[config.mk]
export PLATFORM = sky130hd
export DESIGN_NAME = sbi_bus_port
export DESIGN_NICKNAME = d
export VERILOG_FILES = /design/src/common/sbi_pkg.sv /design/src/hw/sbi_bus_port.sv /design/src/hw/sbi_pin_sync.sv
export SDC_FILE = /design/constraint.sdc
export NUM_CORES = 1
export LEC_CHECK = 0
export ABC_AREA = 0
export BUFFER_PORTS_ARGS = -buffer_cell sky130_fd_sc_hd__buf_4
export CAP_MARGIN = 20
export CORE_UTILIZATION = 40
export DETAILED_ROUTE_END_ITERATION = 7
export PLACE_DENSITY = 0.71
export SYNTH_ARGS = -nofsm -noshare
export SYNTH_HDL_FRONTEND = slang
export SYNTH_HIERARCHICAL = 1
export SYNTH_SLANG_ARGS = --single-unit
export TNS_END_PERCENT = 10
[constraint.sdc]
create_clock -name mclk -period 9.5 [get_ports mclk]
set_clock_uncertainty 0.1 [all_clocks]
set_input_delay 1.9 -clock mclk [delete_from_list [all_inputs] [get_ports mclk]]
set_output_delay 1.9 -clock mclk [all_outputs]
set_load 0.03 [all_outputs]
[src/common/sbi_pkg.sv]
// shared types and constants of the external system bus port
// assumes a 200 MHz core clock and one access at a time on the pins
// Function
// [RQ1] drive the 21-bit address bus on every access
// [RQ2] 16-bit data bus, driven by us on writes, by the target on reads
// [RQ3] display select low whenever the display is accessed
// [RQ4] display read enable low while reading the display
// [RQ5] shared write strobe writes display when selected, else flash
// [RQ6] target ready input lets a display or card access proceed
// [RQ7] four boot memory selects, only the addressed chip goes low
// [RQ8] boot memory read enable low while reading boot memory
// [RQ9] row strobe of the chosen dram chip low while row address shown
// [RQ10] upper or lower column strobe low with column address per byte half
// [RQ11] dram write enable low while writing dram
// [RQ12] continuous 8 MHz card clock output
// [RQ13] card high byte enable low when the upper data byte is valid
// [RQ14] card io read strobe low during card io reads
// [RQ15] card io write strobe low during card io writes
// [RQ16] card memory read strobe low during card memory reads
// [RQ17] card memory write strobe low during card memory writes
// [RQ18] card zero wait input low ends a card access without waits
// [RQ19] card interrupt input is taken as an interrupt request
// [RQ20] card reset output high while the card controller is reset
// [RQ21] one target group per access; data bus driven only on writes
package sbi_pkg;
	localparam int ADDR_W = 21;
	localparam int DATA_W = 16;
	localparam int CHIPS = 4;
	localparam int CLK_MHZ = 200;
	localparam int CARD_MHZ = 8;
	// card clock period in core cycles, high for the shorter half
	localparam int CARD_DIV = CLK_MHZ / CARD_MHZ;
	localparam int CARD_HIGH = CARD_DIV / 2;
	// least row strobe time before column, and least strobe widths
	localparam int T_ROW_NS = 20;
	localparam int T_CAS_NS = 20;
	localparam int T_STROBE_NS = 30;
	localparam int ROW_CYC = (T_ROW_NS * CLK_MHZ + 999) / 1000;
	localparam int CAS_CYC = (T_CAS_NS * CLK_MHZ + 999) / 1000;
	localparam int STROBE_CYC = (T_STROBE_NS * CLK_MHZ + 999) / 1000;
	// dram address split: low bits are the column
	localparam int COL_W = 10;
	localparam int TIMEOUT_CYC = 255;
	localparam int CNT_W = 8;

	typedef enum logic [2:0] {
		SBI_DRAM,
		SBI_ROM,
		SBI_DISPLAY,
		SBI_CARD_IO,
		SBI_CARD_MEM
	} sbi_target_t;

	typedef struct packed {
		sbi_target_t target;
		logic write;
		logic [1:0] chip;
		logic [1:0] byte_en;
		logic [ADDR_W-1:0] addr;
		logic [DATA_W-1:0] wdata;
	} sbi_req_t;

	typedef struct packed {
		logic [ADDR_W-1:0] addr;
		logic [DATA_W-1:0] data_out;
		logic data_oe;
		logic display_select_n;
		logic display_read_enable_n;
		logic shared_write_strobe_n;
		logic [CHIPS-1:0] boot_memory_select_n;
		logic boot_memory_read_enable_n;
		logic [CHIPS-1:0] dram_row_strobe_n;
		logic dram_upper_column_strobe_n;
		logic dram_lower_column_strobe_n;
		logic dram_write_enable_n;
		logic card_high_byte_enable_n;
		logic card_io_read_n;
		logic card_io_write_n;
		logic card_mem_read_n;
		logic card_mem_write_n;
	} sbi_pins_t;

	localparam sbi_pins_t PINS_IDLE = '{
		addr: '0, data_out: '0, data_oe: 1'b0,
		display_select_n: 1'b1, display_read_enable_n: 1'b1,
		shared_write_strobe_n: 1'b1, boot_memory_select_n: 4'hf,
		boot_memory_read_enable_n: 1'b1, dram_row_strobe_n: 4'hf,
		dram_upper_column_strobe_n: 1'b1, dram_lower_column_strobe_n: 1'b1,
		dram_write_enable_n: 1'b1, card_high_byte_enable_n: 1'b1,
		card_io_read_n: 1'b1, card_io_write_n: 1'b1,
		card_mem_read_n: 1'b1, card_mem_write_n: 1'b1};
endpackage

[src/hw/sbi_bus_port.sv]
// external system bus port: sequences one access at a time to dram,
// boot memory, display or card, and makes the card clock and reset
// assumes requests come from logic on mclk; pin inputs are asynchronous
`timescale 1ns/10ps
`default_nettype none
module sbi_bus_port #(
	parameter int ROW_CYC = sbi_pkg::ROW_CYC,
	parameter int CAS_CYC = sbi_pkg::CAS_CYC,
	parameter int STROBE_CYC = sbi_pkg::STROBE_CYC,
	parameter int TIMEOUT_CYC = sbi_pkg::TIMEOUT_CYC
) (
	// clock and reset
	input wire logic mclk,
	input wire logic rst,
	// request side
	input wire logic req_valid,
	input wire sbi_pkg::sbi_req_t req,
	output logic req_ready,
	output logic resp_valid,
	output logic resp_error,
	output logic [sbi_pkg::DATA_W-1:0] resp_rdata,
	// card control
	input wire logic card_reset_req,
	output logic card_irq_req,
	// shared address and data pins
	output logic [sbi_pkg::ADDR_W-1:0] addr_out,
	input wire logic [sbi_pkg::DATA_W-1:0] data_in,
	output logic [sbi_pkg::DATA_W-1:0] data_out,
	output logic data_oe,
	// display and boot memory pins
	output logic display_select_n,
	output logic display_read_enable_n,
	output logic shared_write_strobe_n,
	input wire logic target_ready,
	output logic [sbi_pkg::CHIPS-1:0] boot_memory_select_n,
	output logic boot_memory_read_enable_n,
	// dram pins
	output logic [sbi_pkg::CHIPS-1:0] dram_row_strobe_n,
	output logic dram_upper_column_strobe_n,
	output logic dram_lower_column_strobe_n,
	output logic dram_write_enable_n,
	// card pins
	output logic card_clock,
	output logic card_high_byte_enable_n,
	output logic card_io_read_n,
	output logic card_io_write_n,
	output logic card_mem_read_n,
	output logic card_mem_write_n,
	input wire logic card_zero_wait_n,
	input wire logic card_irq,
	output logic card_reset_out
);
	localparam logic [sbi_pkg::CNT_W-1:0] ROW_LAST = sbi_pkg::CNT_W'(ROW_CYC - 1);
	localparam logic [sbi_pkg::CNT_W-1:0] CAS_LAST = sbi_pkg::CNT_W'(CAS_CYC - 1);
	localparam logic [sbi_pkg::CNT_W-1:0] STB_LAST = sbi_pkg::CNT_W'(STROBE_CYC - 1);
	localparam logic [sbi_pkg::CNT_W-1:0] TMO_LAST = sbi_pkg::CNT_W'(TIMEOUT_CYC - 1);
	localparam logic [4:0] CARD_LAST = 5'(sbi_pkg::CARD_DIV - 1);
	localparam logic [4:0] CARD_HI = 5'(sbi_pkg::CARD_HIGH);

	typedef enum logic [2:0] {
		ST_IDLE,
		ST_ROW,
		ST_COL,
		ST_SETUP,
		ST_STROBE,
		ST_HOLD
	} sbi_state_t;
	////////////////////////////////////////////////////////////////////
	// pin input filtering
	logic ready_s, zero_wait_n_s;

	// [RQ19] interrupt request in
	sbi_pin_sync #(.W(3), .RESET_VAL(3'b010)) u_sync (
		.mclk(mclk),
		.rst(rst),
		.pin({target_ready, card_zero_wait_n, card_irq}),
		.level({ready_s, zero_wait_n_s, card_irq_req})
	);
	////////////////////////////////////////////////////////////////////
	// access sequencer
	sbi_state_t state, next_state;
	sbi_pkg::sbi_req_t cur, next_cur;
	logic [sbi_pkg::CNT_W-1:0] cnt, next_cnt;
	logic next_req_ready, next_resp_valid, next_resp_error;
	logic [sbi_pkg::DATA_W-1:0] next_rdata;
	logic go_on, timed_out;

	always_comb begin
		go_on = 1'b0;
		// [RQ6] display and card wait for ready
		if (cur.target == sbi_pkg::SBI_DISPLAY) begin
			go_on = ready_s;
		// [RQ18] zero wait ends card access
		end else if (cur.target == sbi_pkg::SBI_CARD_IO || cur.target == sbi_pkg::SBI_CARD_MEM) begin
			go_on = ready_s || !zero_wait_n_s;
		end else begin
			go_on = 1'b1;
		end
		timed_out = (cnt >= TMO_LAST);
	end

	always_comb begin
		next_state = state;
		next_cur = cur;
		next_cnt = cnt + 1'b1;
		next_req_ready = 1'b0;
		next_resp_valid = 1'b0;
		next_resp_error = resp_error;
		next_rdata = resp_rdata;
		unique case (state)
			ST_IDLE: begin
				next_cnt = '0;
				next_req_ready = 1'b1;
				if (req_valid && req_ready) begin
					next_cur = req;
					next_req_ready = 1'b0;
					next_state = (req.target == sbi_pkg::SBI_DRAM) ? ST_ROW : ST_SETUP;
				end
			end
			ST_ROW: begin
				if (cnt >= ROW_LAST) begin
					next_cnt = '0;
					next_state = ST_COL;
				end
			end
			ST_COL: begin
				if (cnt >= CAS_LAST) begin
					next_cnt = '0;
					next_state = ST_HOLD;
					next_rdata = data_in;
					next_resp_error = 1'b0;
				end
			end
			ST_SETUP: begin
				next_cnt = '0;
				next_state = ST_STROBE;
			end
			ST_STROBE: begin
				if ((cnt >= STB_LAST && go_on) || timed_out) begin
					next_cnt = '0;
					next_state = ST_HOLD;
					next_rdata = data_in;
					next_resp_error = timed_out && !go_on;
				end
			end
			ST_HOLD: begin
				next_resp_valid = 1'b1;
				next_req_ready = 1'b1;
				next_state = ST_IDLE;
			end
		endcase
	end

	always_ff @(posedge mclk or posedge rst) begin
		if (rst) begin
			state <= ST_IDLE;
			cur <= '0;
			cnt <= '0;
			req_ready <= 1'b0;
			resp_valid <= 1'b0;
			resp_error <= 1'b0;
			resp_rdata <= '0;
		end else begin
			state <= next_state;
			cur <= next_cur;
			cnt <= next_cnt;
			req_ready <= next_req_ready;
			resp_valid <= next_resp_valid;
			resp_error <= next_resp_error;
			resp_rdata <= next_rdata;
		end
	end
	////////////////////////////////////////////////////////////////////
	// pin decode, registered from the next state
	sbi_pkg::sbi_pins_t pins, next_pins;
	logic rd, wr, act;

	always_comb begin
		next_pins = sbi_pkg::PINS_IDLE;
		rd = !next_cur.write;
		wr = next_cur.write;
		act = (next_state == ST_STROBE);
		if (next_state != ST_IDLE) begin
			// [RQ1] address on every access
			next_pins.addr = next_cur.addr;
			// [RQ2] [RQ21] drive data only on writes
			next_pins.data_oe = wr;
			next_pins.data_out = next_cur.wdata;
			unique case (next_cur.target)
				sbi_pkg::SBI_DRAM: begin
					// [RQ9] row strobe of chosen chip
					next_pins.dram_row_strobe_n[next_cur.chip] = (next_state == ST_HOLD);
					next_pins.addr = (next_state == ST_ROW)
						? sbi_pkg::ADDR_W'(next_cur.addr >> sbi_pkg::COL_W)
						: sbi_pkg::ADDR_W'(next_cur.addr[sbi_pkg::COL_W-1:0]);
					if (next_state == ST_COL) begin
						// [RQ10] column strobe per byte half
						next_pins.dram_upper_column_strobe_n = !next_cur.byte_en[1];
						next_pins.dram_lower_column_strobe_n = !next_cur.byte_en[0];
						// [RQ11] dram write enable
						next_pins.dram_write_enable_n = !wr;
					end
				end
				sbi_pkg::SBI_ROM: begin
					// [RQ7] one boot memory select
					next_pins.boot_memory_select_n[next_cur.chip] = 1'b0;
					// [RQ8] boot memory read enable
					next_pins.boot_memory_read_enable_n = !(act && rd);
					// [RQ5] strobe writes flash
					next_pins.shared_write_strobe_n = !(act && wr);
				end
				sbi_pkg::SBI_DISPLAY: begin
					// [RQ3] display select
					next_pins.display_select_n = 1'b0;
					// [RQ4] display read enable
					next_pins.display_read_enable_n = !(act && rd);
					// [RQ5] strobe writes display
					next_pins.shared_write_strobe_n = !(act && wr);
				end
				sbi_pkg::SBI_CARD_IO: begin
					// [RQ13] upper byte valid
					next_pins.card_high_byte_enable_n = !next_cur.byte_en[1];
					// [RQ14] card io read
					next_pins.card_io_read_n = !(act && rd);
					// [RQ15] card io write
					next_pins.card_io_write_n = !(act && wr);
				end
				sbi_pkg::SBI_CARD_MEM: begin
					// [RQ13] upper byte valid
					next_pins.card_high_byte_enable_n = !next_cur.byte_en[1];
					// [RQ16] card memory read
					next_pins.card_mem_read_n = !(act && rd);
					// [RQ17] card memory write
					next_pins.card_mem_write_n = !(act && wr);
				end
				default: begin
					next_pins.data_oe = 1'b0;
				end
			endcase
		end
	end

	always_ff @(posedge mclk or posedge rst) begin
		if (rst) begin
			pins <= sbi_pkg::PINS_IDLE;
		end else begin
			pins <= next_pins;
		end
	end

	assign addr_out = pins.addr;
	assign data_out = pins.data_out;
	assign data_oe = pins.data_oe;
	assign display_select_n = pins.display_select_n;
	assign display_read_enable_n = pins.display_read_enable_n;
	assign shared_write_strobe_n = pins.shared_write_strobe_n;
	assign boot_memory_select_n = pins.boot_memory_select_n;
	assign boot_memory_read_enable_n = pins.boot_memory_read_enable_n;
	assign dram_row_strobe_n = pins.dram_row_strobe_n;
	assign dram_upper_column_strobe_n = pins.dram_upper_column_strobe_n;
	assign dram_lower_column_strobe_n = pins.dram_lower_column_strobe_n;
	assign dram_write_enable_n = pins.dram_write_enable_n;
	assign card_high_byte_enable_n = pins.card_high_byte_enable_n;
	assign card_io_read_n = pins.card_io_read_n;
	assign card_io_write_n = pins.card_io_write_n;
	assign card_mem_read_n = pins.card_mem_read_n;
	assign card_mem_write_n = pins.card_mem_write_n;
	////////////////////////////////////////////////////////////////////
	// card clock and card reset
	logic [4:0] div, next_div;
	logic next_card_clock, next_card_reset;

	always_comb begin
		// [RQ12] divide core clock to card clock
		next_div = (div >= CARD_LAST) ? 5'h00 : div + 5'h01;
		next_card_clock = (next_div < CARD_HI);
		// [RQ20] reset the card controller
		next_card_reset = card_reset_req;
	end

	always_ff @(posedge mclk or posedge rst) begin
		if (rst) begin
			div <= CARD_LAST;
			card_clock <= 1'b0;
			card_reset_out <= 1'b1;
		end else begin
			div <= next_div;
			card_clock <= next_card_clock;
			card_reset_out <= next_card_reset;
		end
	end
endmodule
`default_nettype wire

[src/hw/sbi_pin_sync.sv]
// three-stage synchroniser for pin inputs
// a change is taken once the second and third stages agree
`timescale 1ns/10ps
`default_nettype none
module sbi_pin_sync #(
	parameter int W = 1,
	parameter logic [W-1:0] RESET_VAL = '0
) (
	// clock and reset
	input wire logic mclk,
	input wire logic rst,
	// pins and filtered levels
	input wire logic [W-1:0] pin,
	output logic [W-1:0] level
);
	logic [W-1:0] s1, s2, s3;
	logic [W-1:0] next_level;

	always_comb begin
		next_level = (~(s2 ^ s3) & s3) | ((s2 ^ s3) & level);
	end

	always_ff @(posedge mclk or posedge rst) begin
		if (rst) begin
			s1 <= RESET_VAL;
			s2 <= RESET_VAL;
			s3 <= RESET_VAL;
			level <= RESET_VAL;
		end else begin
			s1 <= pin;
			s2 <= s1;
			s3 <= s2;
			level <= next_level;
		end
	end
endmodule
`default_nettype wire

==> flow_summary.rst <==
.. list-table::
   :header-rows: 1

   * - Metric
     - Value
   * - Portion of synthesized cell area occupied by the leading cell type
     - 52.3%
   * - Total core area
     - 14,500 µm²
   * - Total half-perimeter wirelength after legalization and detailed placement
     - 8.73 mm
   * - Setup slack after placement
     - a little over 5 ns
   * - DRC violation count after routing
     - 0
   * - Hold violation count in the final report
     - 0
   * - Cell types with the largest area share after synthesis
     - sky130_fd_sc_hd__dfrtp_1 52%, sky130_fd_sc_hd__dfstp_2 12%, sky130_fd_sc_hd__mux2_2 8.3%
   * - Mux cell area share after synthesis
     - 11.5%
   * - All-layer global routing usage
     - roughly 17%
   * - Run status
     - completed
   * - Kind of end point of the critical path
     - flip-flop
   * - Antenna violations before repair
     - 0
   * - Global-route wire length before repair
     - 20.3 mm
   * - Commonest cells post-synth
     - 125 x sky130_fd_sc_hd__dfrtp_1, 44 x sky130_fd_sc_hd__mux2_2, 28 x sky130_fd_sc_hd__inv_1
   * - Area growth syn-to-layout
     - 31.6%
   * - Count of pins over their slew limit
     - 0
   * - Number of fillers in the final layout
     - 1,267
   * - Post-synthesis adder-cell area fraction
     - 1.82%
   * - Setup TNS after final layout
     - 0 ns
   * - Inserted Clock Buffers
     - 17
   * - Level count of the clock H-tree
     - 4
   * - Layout net count
     - 666
   * - Ordered list of cells on the worst path
     - buf_4 > and4bb_1 > and2_2 > buf_4 > mux2i_1 > inv_1 > nor4_2 > nand3_1
   * - Final worst path period share
     - 40.9%
   * - Synth Cell Area
     - 5980 µm²
   * - Grt total ovfl
     - 0
   * - Simple-gate share of the synthesized area
     - 11.2%
   * - Initial core utilization
     - just over 40%
   * - Internal power consumption
     - approximately 1.8 mW
   * - Die extent in y
     - 124 µm
   * - DRC violation total after the first TritonRoute iteration
     - 158
   * - Compound-Gate Fraction of Synth Area
     - between 6 and 7%
   * - Most repeated library cell on the critical path
     - sky130_fd_sc_hd__buf_4
   * - Pwr Total
     - 2.80 mW
   * - Post-CTS setup buffer count
     - 0
   * - Crit-path slowest cell
     - sky130_fd_sc_hd__buf_4
   * - Via count of the first global-routing pass
     - 3,972
   * - Remaining number of nets flagged by the antenna check after routing
     - 0
   * - Count leader, synth
     - sky130_fd_sc_hd__dfrtp_1
   * - Area share of xor/xnor cells in the synthesized design
     - ~1.2%
   * - CP Class
     - in2reg
   * - Maximum VDD drop
     - between 0.15 and 0.2 mV
   * - CP max stage delay
     - around 0.53 ns
   * - FF-to-FF setup slack
     - 6.32 ns
   * - Average wire length per cell after detail routing
     - roughly 16 µm
   * - Resized cells post-CTS
     - 0
   * - Highest clock frequency the design can meet
     - 258 MHz
   * - Pwr/cell area
     - 356 nW/µm²
   * - Seq/Total Area, Yosys
     - 64.2%
   * - Number of storage elements in the synthesis netlist
     - 152
   * - Start point of the worst hold path
     - u_sync/s1[2]$_DFF_PP0_
   * - Main combinational cell family by area after synthesis
     - multiplexers
   * - Critical-path maximum fanout
     - 46
   * - Number of diodes added for antenna fixing
     - 0
   * - End of the worst register-to-register path
     - addr_out[0]$_DFF_PP0_
   * - Number of warnings issued by yosys
     - 6
   * - Cell count after synthesis
     - 440
   * - Number of top-level design ports
     - 148
   * - DIE AREA
     - ~15,000 µm²
   * - Quantity of I/O buffers inserted on ports
     - ~150
   * - Clock tree root driver cell
     - sky130_fd_sc_hd__clkbuf_16
   * - Relative contribution of sequential cells to total power
     - 35.6%
   * - Switching power as a share of total power
     - between 30% and 40%
   * - End of the worst hold path
     - u_sync/s2[2]$_DFF_PP0_
   * - Clock slew at reported path FFs
     - 0.06 ns
   * - Combinational group share of total power
     - approximately two fifths
   * - Worst Path Arrival
     - 4.09 ns
   * - Vias per cell
     - 4.92
   * - Placement row count
     - 44
   * - Num Clock Sinks
     - ~150
   * - Startpoint class of the critical path
     - primary input
   * - Final Routed Wirelength
     - ~13 mm
   * - CTS tree
     - done
   * - Cells on Worst Hold Path
     - 0
   * - Min Clock Period, post-route
     - 3.88 ns
   * - Width of the die
     - 124 µm
   * - Slack of the critical path
     - approximately 5.6 ns
   * - Cell count of the worst reg-to-reg path
     - 7
   * - Ratio of cells with drive above 1 in the final layout
     - 46.1%
   * - Part of the total power dissipated in the clock network
     - roughly 26%
   * - Distinct cells, synth
     - between 60 and 70
   * - Number of enable flip-flop cells after synthesis
     - 0
   * - Worst-case clock buffer depth
     - 2
   * - Switching Power
     - 1.04 mW
   * - Normalized max-slew margin
     - 41.1%
   * - Worst-skew pair later-pin latency
     - 0.42 ns
   * - Slew of the pin with the lowest slew margin
     - roughly 0.88 ns
   * - Crit Reg-Reg Startpoint
     - cnt[0]$_DFF_PP0_
   * - Final Setup Violations
     - 0
   * - Cell leakage power
     - 3.61 nW
   * - Mean cell area of the mapped netlist
     - 13.6 µm²
   * - Class of the tightest hold or removal check
     - reg2reg
   * - Via count
     - 3,882
   * - Final GP Congestion
     - 0.825
   * - Most frequently used flop master after synthesis
     - sky130_fd_sc_hd__dfrtp_1
   * - Max capacitance violation total
     - 0
   * - Post-synth net total
     - 514
   * - Data required time of the critical path
     - 9.71 ns
   * - Cell accounting for the most synthesized area
     - sky130_fd_sc_hd__dfrtp_1
   * - Hold-fix buffers at CTS
     - 0
   * - Fraction of registers with async set or reset after synthesis
     - 100%
   * - 1st-pass router iterations
     - 4
   * - Maximum number of pins on one net before global-route repair
     - 74
   * - RSZ-0062 raised after global routing
     - no
## how the worst max path moves through the flow
stage	startpoint	to	cells past startpoint
5_1_grt	req_valid	boot_memory_select_n[1]$_DFF_PP1_	8
4_1_cts	req_valid	boot_memory_select_n[2]$_DFF_PP1_	8
2_1_floorplan	rst	addr_out[0]$_DFF_PP0_	1
3_5_place_dp	req_valid	boot_memory_select_n[2]$_DFF_PP1_	8
6_report	req_valid	boot_memory_select_n[2]$_DFF_PP1_	8
3_3_place_gp	req_valid	boot_memory_select_n[0]$_DFF_PP1_	8
## cell families after synthesis
logic type | after synthesis
adders and majority gates | 9
muxes | 63
buffers and inverters | 45
AOI/OAI and AO/OA | 48
xor gates and xnor gates | 8
DFF | 152
and+or+nand+nor | 115
## registers in the layout, indices dropped and copies added, names as in the netlist, 4 cells and up, named ones only
| register | cells |
|---|---|
| cur | 45 |
| cnt | 8 |
| addr_out | 21 |
| resp_rdata | 16 |
| div | 5 |
| dram_row_strobe_n | 4 |
| boot_memory_select_n | 4 |
| data_out | 16 |
## worst max-delay path, delay by kind of cell
kind                   cells  cell delay, ns
buffers and inverters      3            0.75
multiplexers               1            0.43
AND/OR/NAND/NOR            4            1.01
## metrics by stage
| stage | cell area, µm² | utilization [%] | hold slack, ns | cells |
|---|---|---|---|---|
| after global routing | 7870 | 54.1 | 0.259 | 789 |
| final | 7870 | 54.1 | 0.247 | 789 |
| after CTS | 7870 | 54.1 | 0.249 | 789 |
| after detailed placement | 7230 | 49.8 | 0.235 | 757 |
| after global placement | 7230 | 49.8 | 0.233 | 757 |
| after floorplan | 5980 | - | 0.231 | 440 |
## layout by cell type, fill, tap and decap left out, types with 3 or more instances in the layout
master                        n
sky130_fd_sc_hd__and2_1      18
sky130_fd_sc_hd__clkbuf_8     4
sky130_fd_sc_hd__inv_6        6
sky130_fd_sc_hd__a21oi_1     14
sky130_fd_sc_hd__xor2_1       5
sky130_fd_sc_hd__nand2_1     18
sky130_fd_sc_hd__mux2i_1     18
sky130_fd_sc_hd__nor3_1       9
sky130_fd_sc_hd__xnor2_1      3
sky130_fd_sc_hd__a211oi_1     4
sky130_fd_sc_hd__bufinv_16    3
sky130_fd_sc_hd__maj3_2       3
sky130_fd_sc_hd__a211oi_2     8
sky130_fd_sc_hd__mux2_2      44
sky130_fd_sc_hd__nand3_1     16
sky130_fd_sc_hd__clkbuf_16   17
sky130_fd_sc_hd__dfrtp_1    125
sky130_fd_sc_hd__ha_1         6
sky130_fd_sc_hd__nor2_1      24
sky130_fd_sc_hd__dfstp_2     27
sky130_fd_sc_hd__o21ai_0      4
sky130_fd_sc_hd__buf_4      150
sky130_fd_sc_hd__or4_1        3
sky130_fd_sc_hd__inv_1       27
## power by group through the flow
stage / sequential (mW) / clock, mW / combinational, mW
global placement: 1.00 / 0 / 1.07
detailed placement: 1.01 / 0 / 1.10
finish: 0.997 / 0.713 / 1.09
CTS: 1.00 / 0.727 / 1.11
global route: 1.02 / 0.756 / 1.17
floorplan: 1.20 / 0 / 0.568
## layer usage
layer  vias to the layer above  GRT usage, %  share of wire (%)
met2                       100          26.8                 50
li1                       1826             -                  -
met5                         -             0                  0
met4                         0          6.95                1.6
met3                        17          5.15                5.0
met1                      1939          21.9                 44
## area by class of cell
type	instances	area [µm²]	share of cell area, %
sequential	152	3840	48.8
clock buffer	21	480	6.11
timing repair buffer	150	1130	14.3
inverter	28	110	1.40
tap	184	230	2.93
multi-input combinational	243	1930	24.5
clock inverter	11	155	1.97
(Power assumes the default switching activity.)
